<file path="src/shared/ifd_cfg.svh">
// Purpose: Encodings, field positions and cycle figures of the decoder
// Assumes: 24-bit instruction words, opcode in the top byte
// Notes:   Definitions only
`ifndef IFD_CFG_SVH
`define IFD_CFG_SVH

// ----------------------------------------------------------------
// Word layout
// ----------------------------------------------------------------
`define IFD_WORD_W      24
`define IFD_OP_MSB      23
`define IFD_OP_LSB      16
`define IFD_BASE_LSB    12
`define IFD_DST_LSB     8
`define IFD_DMODE_LSB   6
`define IFD_SMODE_LSB   4
`define IFD_SRC_LSB     0
`define IFD_MEM_MSB     12
`define IFD_MEMW0_BIT   13
`define IFD_BITN_LSB    12
`define IFD_LIT_MSB     11
`define IFD_LIT_LSB     4
`define IFD_LIT16_MSB   15
`define IFD_PHI_MSB     6
`define IFD_TBLM_MSB    1

// ----------------------------------------------------------------
// Opcode class bits and sub-form bits
// ----------------------------------------------------------------
`define IFD_CLASS_MSB   7
`define IFD_CLASS_LSB   6
`define IFD_FORM_BIT    5
`define IFD_MEMT_BIT    4

// ----------------------------------------------------------------
// Opcodes with special sequencing
// ----------------------------------------------------------------
`define IFD_OP_NOP      8'h00
`define IFD_OP_CALL2    8'h02
`define IFD_OP_ABSJ     8'h04
`define IFD_OP_UJMP     8'h10
`define IFD_OP_ICALL    8'h11
`define IFD_OP_IJMP     8'h12
`define IFD_OP_TBLRD    8'h13
`define IFD_OP_TBLWR    8'h14
`define IFD_OP_RET      8'h15
`define IFD_OP_IEXIT    8'h16
`define IFD_OP_CBR      8'h18
`define IFD_OP_SKIP     8'h19
`define IFD_OP_DMOVE    8'h5f

// ----------------------------------------------------------------
// Instruction cycle counts
// ----------------------------------------------------------------
`define IFD_CYC_ONE     2'h1
`define IFD_CYC_TWO     2'h2
`define IFD_CYC_THREE   2'h3

`endif

</file>
<file path="src/shared/ifd_pkg.sv">
// Purpose: Types shared by the decoder modules
// Assumes: ifd_cfg.svh on the include path
// Notes:   Double-word test used by both the sequencer and the timer
`include "ifd_cfg.svh"
package ifd_pkg;

  typedef enum logic [1:0] {
    IFD_CL_CTRL = 2'h0,
    IFD_CL_WB   = 2'h1,
    IFD_CL_BIT  = 2'h2,
    IFD_CL_LIT  = 2'h3
  } ifd_class_t;

  typedef enum logic [2:0] {
    ST_FIRST  = 3'h1,
    ST_SECOND = 3'h2,
    ST_FLUSH  = 3'h4
  } ifd_state_t;

  function automatic logic ifd_is_double(input logic [7:0] op);
    return (op == `IFD_OP_ABSJ) || (op == `IFD_OP_CALL2) ||
           (op == `IFD_OP_DMOVE);
  endfunction

endpackage

</file>
<file path="src/rtl/ifd_decoder.sv">
// Purpose: Instruction format and cycle-count decode for the core
// Assumes: One word per IVALID_IN pulse; inputs synchronous to clock
// Notes:   Decode results appear one clock after the last word
//
// What this block does
// - 24-bit word: top 8 bits are the opcode, rest are operands
// - Every instruction falls into one of four classes
// - Only three opcodes take two program words
// - Double-word operands come from both words together
// - Second word of a pair has its top eight bits zero
// - A lone second word executes as a no-operation
// - Plain single-word instructions take one cycle
// - True condition or PC change adds a no-operation cycle
// - Unconditional jumps, indirect jumps, table ops, returns take two or three
// - Taken skip: two cycles over one word, three over two
// - Every double-word instruction takes exactly two cycles
// - Register ops decode base, source and destination registers
// - Memory ops decode address and memory-or-W0 destination
// - Bit ops take target and bit from literal or base register
// - Literal moves decode the literal and its receiver
// - Literal math encodes destination only if not the base
// - Control ops decode program address or table mode
// - Register fields pick one of sixteen registers
`include "ifd_cfg.svh"
module ifd_decoder
  import ifd_pkg::*;
(
  // Clock and reset
  input  wire logic              SYS_CLK_IN,
  input  wire logic              RST_N_IN,
  // Fetched words
  input  wire logic              IVALID_IN,
  input  wire logic [23:0]       IWORD_IN,
  input  wire logic [23:0]       NEXT_WORD_IN,
  input  wire logic              COND_TRUE_IN,
  // Sequencing
  output logic                   DEC_VALID_OUT,
  output logic [7:0]             OPCODE_OUT,
  output ifd_pkg::ifd_class_t    CLASS_OUT,
  output logic                   DOUBLE_OUT,
  output logic [1:0]             CYCLES_OUT,
  output logic                   FLUSH_OUT,
  output logic                   DISCARD_OUT,
  output logic                   SECOND_ERR_OUT,
  // Operands
  output logic [3:0]             BASE_REG_OUT,
  output logic [3:0]             SRC_REG_OUT,
  output logic [1:0]             SRC_MODE_OUT,
  output logic [3:0]             DST_REG_OUT,
  output logic [1:0]             DST_MODE_OUT,
  output logic                   DST_VALID_OUT,
  output logic [12:0]            MEM_ADDR_OUT,
  output logic                   MEM_DST_W0_OUT,
  output logic [3:0]             BIT_SEL_OUT,
  output logic                   BIT_FROM_REG_OUT,
  output logic [15:0]            LIT_OUT,
  output logic [22:0]            PROG_ADDR_OUT,
  output logic [1:0]             TBL_MODE_OUT
);

  // ----------------------------------------------------------------
  // Sequencing state
  // ----------------------------------------------------------------
  ifd_state_t  state_r;
  ifd_state_t  state_nxt;
  logic [23:0] hold_r;
  logic [1:0]  cnt_r;
  logic [1:0]  cnt_nxt;

  wire in_first  = state_r == ST_FIRST;
  wire in_second = state_r == ST_SECOND;
  wire in_flush  = state_r == ST_FLUSH;

  wire [7:0] word_op  = IWORD_IN[`IFD_OP_MSB:`IFD_OP_LSB];
  wire [7:0] next_op  = NEXT_WORD_IN[`IFD_OP_MSB:`IFD_OP_LSB];
  wire take_first     = IVALID_IN & in_first;
  wire dbl_start      = take_first & ifd_is_double(word_op);
  wire emit_single    = take_first & !ifd_is_double(word_op);
  wire emit_double    = IVALID_IN & in_second;
  wire emit           = emit_single | emit_double;
  wire discard        = IVALID_IN & in_flush;
  // The first word of a pair is held while the second arrives
  wire [23:0] dec_word = in_second ? hold_r : IWORD_IN;
  wire [7:0]  dec_op   = dec_word[`IFD_OP_MSB:`IFD_OP_LSB];
  wire ext_bad = emit_double & (word_op != 8'h00);

  // ----------------------------------------------------------------
  // Field split and timing
  // ----------------------------------------------------------------
  ifd_class_t  f_class;
  logic [3:0]  f_base;
  logic [3:0]  f_src;
  logic [1:0]  f_smode;
  logic [3:0]  f_dst;
  logic [1:0]  f_dmode;
  logic        f_dvalid;
  logic [12:0] f_mem;
  logic        f_memw0;
  logic [3:0]  f_bitn;
  logic        f_bitreg;
  logic [15:0] f_lit;
  logic [22:0] f_paddr;
  logic [1:0]  f_tblm;
  logic [1:0]  cyc;
  logic [1:0]  fl_words;

  ifd_field_split u_split (
    .word_in       (dec_word),
    .ext_in        (IWORD_IN),
    .class_out     (f_class),
    .base_out      (f_base),
    .src_out       (f_src),
    .smode_out     (f_smode),
    .dst_out       (f_dst),
    .dmode_out     (f_dmode),
    .dst_valid_out (f_dvalid),
    .mem_out       (f_mem),
    .mem_w0_out    (f_memw0),
    .bitn_out      (f_bitn),
    .bit_reg_out   (f_bitreg),
    .lit_out       (f_lit),
    .paddr_out     (f_paddr),
    .tblm_out      (f_tblm)
  );

  ifd_cycle_count u_cyc (
    .op_in          (dec_op),
    .double_in      (in_second),
    .cond_in        (COND_TRUE_IN),
    .next_double_in (ifd_is_double(next_op)),
    .cycles_out     (cyc),
    .flush_out      (fl_words)
  );

  wire do_flush = emit & (fl_words != 2'h0);

  // ----------------------------------------------------------------
  // Next state
  // ----------------------------------------------------------------
  always_comb begin
    state_nxt = state_r;
    cnt_nxt   = cnt_r;
    case (state_r)
      ST_FIRST: begin
        if (dbl_start) begin
          state_nxt = ST_SECOND;
        end else if (do_flush) begin
          state_nxt = ST_FLUSH;
          cnt_nxt   = fl_words;
        end
      end
      ST_SECOND: begin
        if (do_flush) begin
          state_nxt = ST_FLUSH;
          cnt_nxt   = fl_words;
        end else if (IVALID_IN) begin
          state_nxt = ST_FIRST;
        end
      end
      ST_FLUSH: begin
        if (discard) begin
          cnt_nxt = cnt_r - 2'h1;
          if (cnt_r == 2'h1) begin
            state_nxt = ST_FIRST;
          end
        end
      end
      default: begin
        state_nxt = ST_FIRST;
        cnt_nxt   = 2'h0;
      end
    endcase
  end

  // ----------------------------------------------------------------
  // Registers
  // ----------------------------------------------------------------
  always_ff @(posedge SYS_CLK_IN or negedge RST_N_IN) begin
    if (!RST_N_IN) begin
      state_r <= ST_FIRST;
      cnt_r   <= 2'h0;
      hold_r  <= 24'h000000;
    end else begin
      state_r <= state_nxt;
      cnt_r   <= cnt_nxt;
      if (dbl_start) begin
        hold_r <= IWORD_IN;
      end
    end
  end

  // Pulses: one clock after the word that completes or is dropped
  always_ff @(posedge SYS_CLK_IN or negedge RST_N_IN) begin
    if (!RST_N_IN) begin
      DEC_VALID_OUT  <= 1'b0;
      FLUSH_OUT      <= 1'b0;
      DISCARD_OUT    <= 1'b0;
      SECOND_ERR_OUT <= 1'b0;
    end else begin
      DEC_VALID_OUT  <= emit;
      FLUSH_OUT      <= do_flush;
      DISCARD_OUT    <= discard;
      SECOND_ERR_OUT <= ext_bad;
    end
  end

  // Decode results hold until the next instruction completes
  always_ff @(posedge SYS_CLK_IN or negedge RST_N_IN) begin
    if (!RST_N_IN) begin
      OPCODE_OUT       <= 8'h00;
      CLASS_OUT        <= IFD_CL_CTRL;
      DOUBLE_OUT       <= 1'b0;
      CYCLES_OUT       <= 2'h0;
      BASE_REG_OUT     <= 4'h0;
      SRC_REG_OUT      <= 4'h0;
      SRC_MODE_OUT     <= 2'h0;
      DST_REG_OUT      <= 4'h0;
      DST_MODE_OUT     <= 2'h0;
      DST_VALID_OUT    <= 1'b0;
      MEM_ADDR_OUT     <= 13'h0000;
      MEM_DST_W0_OUT   <= 1'b0;
      BIT_SEL_OUT      <= 4'h0;
      BIT_FROM_REG_OUT <= 1'b0;
      LIT_OUT          <= 16'h0000;
      PROG_ADDR_OUT    <= 23'h000000;
      TBL_MODE_OUT     <= 2'h0;
    end else if (emit) begin
      // A lone second word has opcode zero and so decodes as a no-op
      OPCODE_OUT       <= dec_op;
      CLASS_OUT        <= f_class;
      DOUBLE_OUT       <= in_second;
      CYCLES_OUT       <= cyc;
      BASE_REG_OUT     <= f_base;
      SRC_REG_OUT      <= f_src;
      SRC_MODE_OUT     <= f_smode;
      DST_REG_OUT      <= f_dst;
      DST_MODE_OUT     <= f_dmode;
      DST_VALID_OUT    <= f_dvalid;
      MEM_ADDR_OUT     <= f_mem;
      MEM_DST_W0_OUT   <= f_memw0;
      BIT_SEL_OUT      <= f_bitn;
      BIT_FROM_REG_OUT <= f_bitreg;
      LIT_OUT          <= f_lit;
      PROG_ADDR_OUT    <= f_paddr;
      TBL_MODE_OUT     <= f_tblm;
    end
  end
endmodule

</file>
<file path="src/rtl/ifd_field_split.sv">
// Purpose: Split an instruction into class and operand fields
// Assumes: Combinational; caller registers the results
// Notes:   Unused fields of a class are still driven from the word
`include "ifd_cfg.svh"
module ifd_field_split
  import ifd_pkg::*;
(
  // Instruction words
  input  wire logic [23:0]      word_in,
  input  wire logic [23:0]      ext_in,
  // Decoded fields
  output ifd_pkg::ifd_class_t   class_out,
  output logic      [3:0]       base_out,
  output logic      [3:0]       src_out,
  output logic      [1:0]       smode_out,
  output logic      [3:0]       dst_out,
  output logic      [1:0]       dmode_out,
  output logic                  dst_valid_out,
  output logic      [12:0]      mem_out,
  output logic                  mem_w0_out,
  output logic      [3:0]       bitn_out,
  output logic                  bit_reg_out,
  output logic      [15:0]      lit_out,
  output logic      [22:0]      paddr_out,
  output logic      [1:0]       tblm_out
);

  function automatic logic [3:0] reg_at(input logic [23:0] w,
                                        input int lsb);
    return 4'(w >> lsb);
  endfunction

  wire [7:0] op     = word_in[`IFD_OP_MSB:`IFD_OP_LSB];
  wire       form   = op[`IFD_FORM_BIT];
  wire       is_lit = class_out == IFD_CL_LIT;

  assign class_out   = ifd_class_t'(op[`IFD_CLASS_MSB:`IFD_CLASS_LSB]);
  assign base_out    = reg_at(word_in, `IFD_BASE_LSB);
  assign src_out     = reg_at(word_in, `IFD_SRC_LSB);
  assign dst_out     = reg_at(word_in, `IFD_DST_LSB);
  assign smode_out   = word_in[`IFD_SMODE_LSB+1:`IFD_SMODE_LSB];
  assign dmode_out   = word_in[`IFD_DMODE_LSB+1:`IFD_DMODE_LSB];
  assign mem_out     = word_in[`IFD_MEM_MSB:0];
  assign mem_w0_out  = word_in[`IFD_MEMW0_BIT];
  assign bitn_out    = reg_at(word_in, `IFD_BITN_LSB);
  assign bit_reg_out = (class_out == IFD_CL_BIT) & form;
  // Moves carry a wide literal; arithmetic carries a short one
  assign lit_out     = (is_lit & !form) ?
                       word_in[`IFD_LIT16_MSB:0] :
                       {8'h00, word_in[`IFD_LIT_MSB:`IFD_LIT_LSB]};
  assign dst_valid_out = !(is_lit & form) ||
                         (dst_out != base_out);
  assign paddr_out   = {ext_in[`IFD_PHI_MSB:0],
                        word_in[`IFD_LIT16_MSB:0]};
  assign tblm_out    = word_in[`IFD_TBLM_MSB:0];

endmodule

</file>
<file path="src/rtl/ifd_cycle_count.sv">
// Purpose: Instruction cycle count and words to discard
// Assumes: cond_in is the conditional test result for this instruction
// Notes:   Table accesses stall without discarding fetched words
`include "ifd_cfg.svh"
module ifd_cycle_count
  import ifd_pkg::*;
(
  // Instruction
  input  wire logic [7:0] op_in,
  input  wire logic       double_in,
  input  wire logic       cond_in,
  input  wire logic       next_double_in,
  // Timing
  output logic      [1:0] cycles_out,
  output logic      [1:0] flush_out
);

  always_comb begin
    cycles_out = `IFD_CYC_ONE;
    flush_out  = 2'h0;
    if (double_in) begin
      cycles_out = `IFD_CYC_TWO;
      if (op_in != `IFD_OP_DMOVE) begin
        flush_out = 2'h1;
      end
    end else begin
      case (op_in)
        `IFD_OP_UJMP, `IFD_OP_ICALL, `IFD_OP_IJMP: begin
          cycles_out = `IFD_CYC_TWO;
          flush_out  = 2'h1;
        end
        `IFD_OP_TBLRD, `IFD_OP_TBLWR: begin
          cycles_out = `IFD_CYC_TWO;
        end
        `IFD_OP_RET, `IFD_OP_IEXIT: begin
          cycles_out = `IFD_CYC_THREE;
          flush_out  = 2'h1;
        end
        `IFD_OP_CBR: begin
          if (cond_in) begin
            cycles_out = `IFD_CYC_TWO;
            flush_out  = 2'h1;
          end
        end
        `IFD_OP_SKIP: begin
          if (cond_in) begin
            // Skipped words are fetched anyway, then thrown away
            cycles_out = next_double_in ? `IFD_CYC_THREE :
                                          `IFD_CYC_TWO;
            flush_out  = next_double_in ? 2'h2 : 2'h1;
          end
        end
        default: begin
          cycles_out = `IFD_CYC_ONE;
        end
      endcase
    end
  end

endmodule

</file>
<file path="config.mk">
export PLATFORM = sky130hd
export DESIGN_NAME = ifd_decoder
export DESIGN_NICKNAME = d
export VERILOG_FILES = /design/src/shared/ifd_pkg.sv /design/src/rtl/ifd_decoder.sv /design/src/rtl/ifd_field_split.sv /design/src/rtl/ifd_cycle_count.sv
export VERILOG_INCLUDE_DIRS = /design/src /design/src/shared
export SDC_FILE = /design/constraint.sdc
export NUM_CORES = 1
export LEC_CHECK = 0
export BUFFER_PORTS_ARGS = -buffer_cell sky130_fd_sc_hd__buf_2
export CAP_MARGIN = 20
export CORE_UTILIZATION = 46
export CTS_CLUSTER_DIAMETER = 150
export DETAILED_ROUTE_END_ITERATION = 10
export PLACE_DENSITY = 0.79
export RECOVER_POWER = 100
export SLEW_MARGIN = 30
export SYNTH_ARGS = -nofsm -noshare
export SYNTH_HDL_FRONTEND = slang
export SYNTH_HIERARCHICAL = 1
export SYNTH_SLANG_ARGS = --single-unit
</file>
<file path="constraint.sdc">
create_clock -name SYS_CLK_IN -period 4.2 [get_ports SYS_CLK_IN]
set_input_delay 0.21 -clock SYS_CLK_IN [delete_from_list [all_inputs] [get_ports SYS_CLK_IN]]
set_output_delay 0.21 -clock SYS_CLK_IN [all_outputs]
set_load 0.005 [all_outputs]
</file>
# Yosys cells after proc, flatten, opt, wreduce, memory -nomap -nowiden
# Cells that the tools add are included.
# word_totals
elab_cells	102
regBits	119
# classes
muxes	24
addsub	1
n_reduce_logical	15
n_bitwise	11
eq_ne	28
# op_table
op	n
== test 8 x 5 -> 1 bit (second input constant)	9
2-to-1 mux 24 bit	1
2-to-1 mux 2 bit	9
2-to-1 mux 3 bit	6
== test 8 x 2 -> 1 bit (second input constant)	2
== test 8 x 3 -> 1 bit (second input constant)	2
== test 8 x 7 -> 1 bit (second input constant)	2
2-to-1 mux 16 bit	1
case mux 2 bit (3 select lines)	2
bitwise AND 1 bit	10
OR reduction 5 bit	2
case mux 3 bit (3 select lines)	1
inequality test 8 x 7 -> 1 bit (second input constant)	1
case mux 2 bit (4 select lines)	1
nonzero test 8 bit	1
logical OR 1 bit	5
== test 2 bit (second input constant)	2
inequality test 2 x 1 -> 1 bit (second input constant)	2
inequality test 4 bit	1
AND reduction 4 bit	1
== test 3 x 1 -> 1 bit (second input constant)	1
== test 3 x 2 -> 1 bit (second input constant)	1
== test 3 bit (second input constant)	1
zero test 1 bit	3
10 further kinds	12

# Longest topological paths before layout
# logic_depth
word_depth	12
ltp_mapped	15
depth_no_buf	12

# By module
# Netlist, hierarchy kept.
# modules_own_cells
mod	area_per_inst_um2	cells_per_inst	instances
ifd_decoder	5173.7	532	1
ifd_field_split	700.7	89	1
ifd_cycle_count	217.7	33	1

# Worst setup path after synthesis
# No wires, ideal clock.
# synth_timing
path_type	reg-to-reg
from	register state_r[0]
to	register cnt_r[0]
arrival_ns	3.256
slack_ns	0.820
t_required_ns	4.075
path_stages_with_launch	14
setup_ns	0.125
period_less_slack_ns	3.380
cell_sequence	dfstp_2 buf_2 nor2b_1 nor2b_1 buf_2 mux2_2 nor4b_4 nand4_1 o211ai_1 a41o_1 o21ai_0 nand3b_1 a211oi_1 mux2_2
# synth_via
elab_chain_len	11
# synth_rtl
item	line	source
from (decl)	ifd_decoder.sv:64	ifd_state_t state_r;
from (signal assigned)	ifd_decoder.sv:184	state_r <= state_nxt;
== test 3 x 2 -> 1 bit *	ifd_decoder.sv:71	wire in_second = state_r == ST_SECOND;
2-to-1 mux 24 bit *	ifd_decoder.sv:83	wire [23:0] dec_word = in_second ? hold_r : IWORD_IN;
named net dec_word[21]	ifd_decoder.sv:83	
== test 8 x 5 -> 1 bit	ifd_cycle_count.sv:27	case (op_in)
OR reduction 5 bit (no source line)	-	
case mux 2 bit (3 select lines)	ifd_cycle_count.sv:27	
2-to-1 mux 2 bit *	ifd_cycle_count.sv:21	if (double_in) begin
named net fl_words[0]	ifd_decoder.sv:105	logic [1:0] fl_words;
nonzero test 2 bit	ifd_decoder.sv:135	wire do_flush = emit & (fl_words != 2'h0);
bitwise AND 1 bit	ifd_decoder.sv:135	
2-to-1 mux 2 bit *	ifd_decoder.sv:147, ifd_decoder.sv:153	
2-to-1 mux 2 bit	ifd_decoder.sv:145	if (dbl_start) begin
case mux 2 bit (3 select lines) *	ifd_decoder.sv:143	case (state_r)
to (signal assigned)	ifd_decoder.sv:185	cnt_r <= cnt_nxt;
to (decl)	ifd_decoder.sv:67	logic [1:0] cnt_r;
# Mark *: on every way through the listed nets, which the timed path passes. The rest lies on a longest branch. The select of a mux whose other input is x is not followed.
# A chain may end at the register's enable or synchronous reset.

# Worst setup path in the final report
# layout_timing
from	register state_r[0]
to	register cnt_r[1]
# layout_via
elab_chain_len	11
# layout_rtl
item	line
== test 3 x 2 -> 1 bit *	ifd_decoder.sv:71
2-to-1 mux 24 bit *	ifd_decoder.sv:83
named net dec_word[17]	ifd_decoder.sv:83
== test 8 x 5 -> 1 bit	ifd_cycle_count.sv:27
OR reduction 5 bit (no source line)	-
case mux 2 bit (3 select lines) *	ifd_cycle_count.sv:27
2-to-1 mux 2 bit *	ifd_cycle_count.sv:21
named net fl_words[1]	ifd_decoder.sv:105
nonzero test 2 bit	ifd_decoder.sv:135
bitwise AND 1 bit	ifd_decoder.sv:135
2-to-1 mux 2 bit *	ifd_decoder.sv:147, ifd_decoder.sv:153
2-to-1 mux 2 bit	ifd_decoder.sv:145
case mux 2 bit (3 select lines) *	ifd_decoder.sv:143
# Marks and branches as above.

==> results.toml <==
[global_route]
grt_pass1_vias = 4286
grt_antenna_before_repair = 0
grt_max_degree = 92
grt_pass1_wl_mm = 22.2
overflow = 0
grt_util_all_layers_pct = 21.8

[die]
rows = 41
die_h_um = 117
die-area_um2 = 13700
io_pins = 146
start_util_pct = 47.7
coreArea_um2 = 12800
dieWidth_um = 117

[sta]
slew_headroom_pct = -113
finalHoldViolations = 0
fin_setup_tns_ns = 0
skew_ns = 0.00968
drv_slew = 151
timing.hold.ws_ns = 0.0269
worst_pin_slew_ns = 3.19
fin_crit_ns = 3.85
max_freq_mhz = 260
final-setup-viol-count = 0
min_period_over_period_pct = 91.7
grt_setup_unrepaired = "false"

[critical_path]
reg2reg_to = "cnt_r[1]$_DFFE_PN0P_"
crit_path_end_kind = "register"
critPathKind = "register to register"
crit_required_ns = 4.49
reg2reg_depth = 12
crit_start = "state_r[0]$_DFFE_PN1P_"
cp-endpoint = "cnt_r[1]$_DFFE_PN0P_"
cp.arrival_ns = 4.14
cp_max_fo = 16
rr_startpoint = "state_r[0]$_DFFE_PN1P_"
reg2reg_slack_ns = 0.35
crit_path_start_kind = "register"

[clocking]
cts_buffers = 17
clkTransAtPathRegs_ns = 0.05
cts_root_buf = "clkbuf_16"
cts.sinks = 123
insertion_delay_ns = 0.41
tritoncts = "yes"
htreeDepth = 4
clock_path_buffers = 2
cts_resized = 0

[synth]
mappedNetlistArea_um2 = 6090
synth_fp_nets = 707
synth_cells = 654
avgSynthCellArea_um2 = 9.32
ys_seq_elements = 123
synth_cell_types = 53
yosys_warnings = 6
synth_edf_count = 0
yosysSeqAreaShare_pct = 50.5
synth_ff_type = "dfrtp_1"
synth_async_sr_flop_share_pct = 100

[power]
irDropWorstVdd_v = 0.000257
p_per_area_nw_per_um2 = 486
power_leakage_nw = 3.49

[drt]
drc_errors = 0
viasPerCell = 4.95
firstDrtPassIters = 5
drt_iter0_drc = 341
detail-route-antenna-nets = 0
wirelength_mm = 14.1
route.vias.total = 4476
wire_per_inst_um = 15.5

[final_layout]
multi_input_area_um2 = 2320
finalNonFillerCells = 905
nets = 773
drive_above_1_share_pct = 22.2
fillers = 1227
post-route-util_pct = 54.1
antennaDiodeCount = 0
regArea_um2 = 3080
syn2layout_area_growth_pct = 13.3

[run_status]
violations = "max-capacitance violations, max-slew violations"
outcome = "complete, but fails checks"

[place]
dp_cells = 872
io_buffers = 129
dpl.hpwl_mm = 9.27
globalplace.congestion = 0.821

[flow_run]
maxCapViolCount = 2

[hold_path]
hp-class = "input pin to register"
==> power by group <==
group / switching, mW / internal [mW] / total (mW)
Combinational: 0.241 / 0.157 / 0.398
Clock: 0.525 / 1.04 / 1.56
Sequential: 0.0743 / 1.32 / 1.39
Total: 0.840 / 2.52 / 3.36
==> cell type report <==
type,instances,area share [%]
multi-input combinational,429,33.6
inverter,12,0.652
clock inverter,10,2.37
tap,172,3.12
timing repair buffer,137,8.83
clock buffer,22,6.87
sequential,123,44.6
==> layer usage <==
metal / GRT usage (%) / vias up / part of all wire, %
met4: 8.44 / 0 / 1.2
li1: - / 2159 / -
met3: 4.22 / 16 / 5.0
met5: 0 / - / 0
met1: 28.2 / 2172 / 45
met2: 36.2 / 129 / 49
==> cells in the mapped netlist (2+ instances only) <==
cell type | number | area [µm²]
a21oi_1 | 9 | 45.0
a31oi_1 | 4 | 25.0
and2_2 | 8 | 60.1
and4_1 | 2 | 17.5
buf_2 | 6 | 30.0
buf_4 | 72 | 541
buf_6 | 4 | 45.0
clkbuf_1 | 8 | 30.0
dfrtp_1 | 122 | 3050
inv_1 | 11 | 41.3
mux2_2 | 50 | 563
mux2_4 | 2 | 30.0
nand2_1 | 253 | 950
nand2b_1 | 2 | 12.5
nand3_1 | 2 | 10.0
nor2_1 | 37 | 139
nor2b_1 | 7 | 43.8
nor3_1 | 4 | 20.0
nor3b_1 | 2 | 15.0
o21ai_0 | 12 | 60.1
xor2_1 | 5 | 43.8
==> through the flow <==
step	cell area, µm²	setup slack, ns	power [mW]
after global routing	6900	0.0571	3.52
after CTS	7040	0.515	3.40
final	6900	0.351	3.36
after floorplan	6090	0.820	1.66
after detailed placement	6390	0.605	1.83
after global placement	6390	0.698	1.81
==> worst min path at each step <==
stage | start | endpoint | cells past startpoint
after floorplan | RST_N_IN | BASE_REG_OUT[0]$_DFFE_PN0P_ | 0
after global placement | RST_N_IN | SRC_REG_OUT[1]$_DFFE_PN0P_ | 1
after detailed placement | RST_N_IN | SRC_REG_OUT[1]$_DFFE_PN0P_ | 1
after CTS | IWORD_IN[6] | PROG_ADDR_OUT[22]$_DFFE_PN0P_ | 3
after global routing | IWORD_IN[8] | hold_r[8]$_DFFE_PN0P_ | 2
final | IWORD_IN[6] | PROG_ADDR_OUT[22]$_DFFE_PN0P_ | 3
==> placed cells by master (no fill, tap or decap), types with 9 or more instances in the layout <==
master,count
nand2_1,253
o21ai_0,13
nor2_1,37
mux2_2,49
dfrtp_1,122
inv_1,12
a21oi_1,9
clkbuf_1,73
buf_2,60
clkbuf_16,17
==> flip-flops by register name, summed over array words and instances, names as in the netlist, 3 cells and up <==
name           count
OPCODE_OUT         8
state_r            3
SRC_REG_OUT        4
DST_REG_OUT        4
BIT_SEL_OUT        4
hold_r            24
BASE_REG_OUT       4
PROG_ADDR_OUT     23
LIT_OUT           16
MEM_ADDR_OUT      13
==> cell families after synthesis <==
kind of cell | after synthesis | synth area share, %
buffers and inverters | 102 | 11.3
adder cells (fa/ha/maj) | 1 | 0.205
XOR/XNOR | 6 | 0.863
AO/OA/AOI/OAI | 38 | 4.05
AND/OR/NAND/NOR | 331 | 23.1
multiplexers | 53 | 9.90
flip-flops | 123 | 50.5
==> critical path: stages, from the launching register on <==
cell	delay (ns)
dfstp_1	0.45
nor2b_1	0.27
nor2b_4	0.28
buf_4	0.27
mux2_1	0.48
nor2_1	0.21
nand4_1	0.17
nor3_1	0.46
o21ai_0	0.20
a21oi_1	0.19
nor2_1	0.06
a211oi_1	0.31
mux2_2	0.38
==> repair_timing <==
item | in CTS | in global routing
endpoints found under the hold margin | 56 | 0
hold buffers | 1 | 0
buffers inserted | 0 | 0
Note: power is estimated with default switching activity, not from simulation.
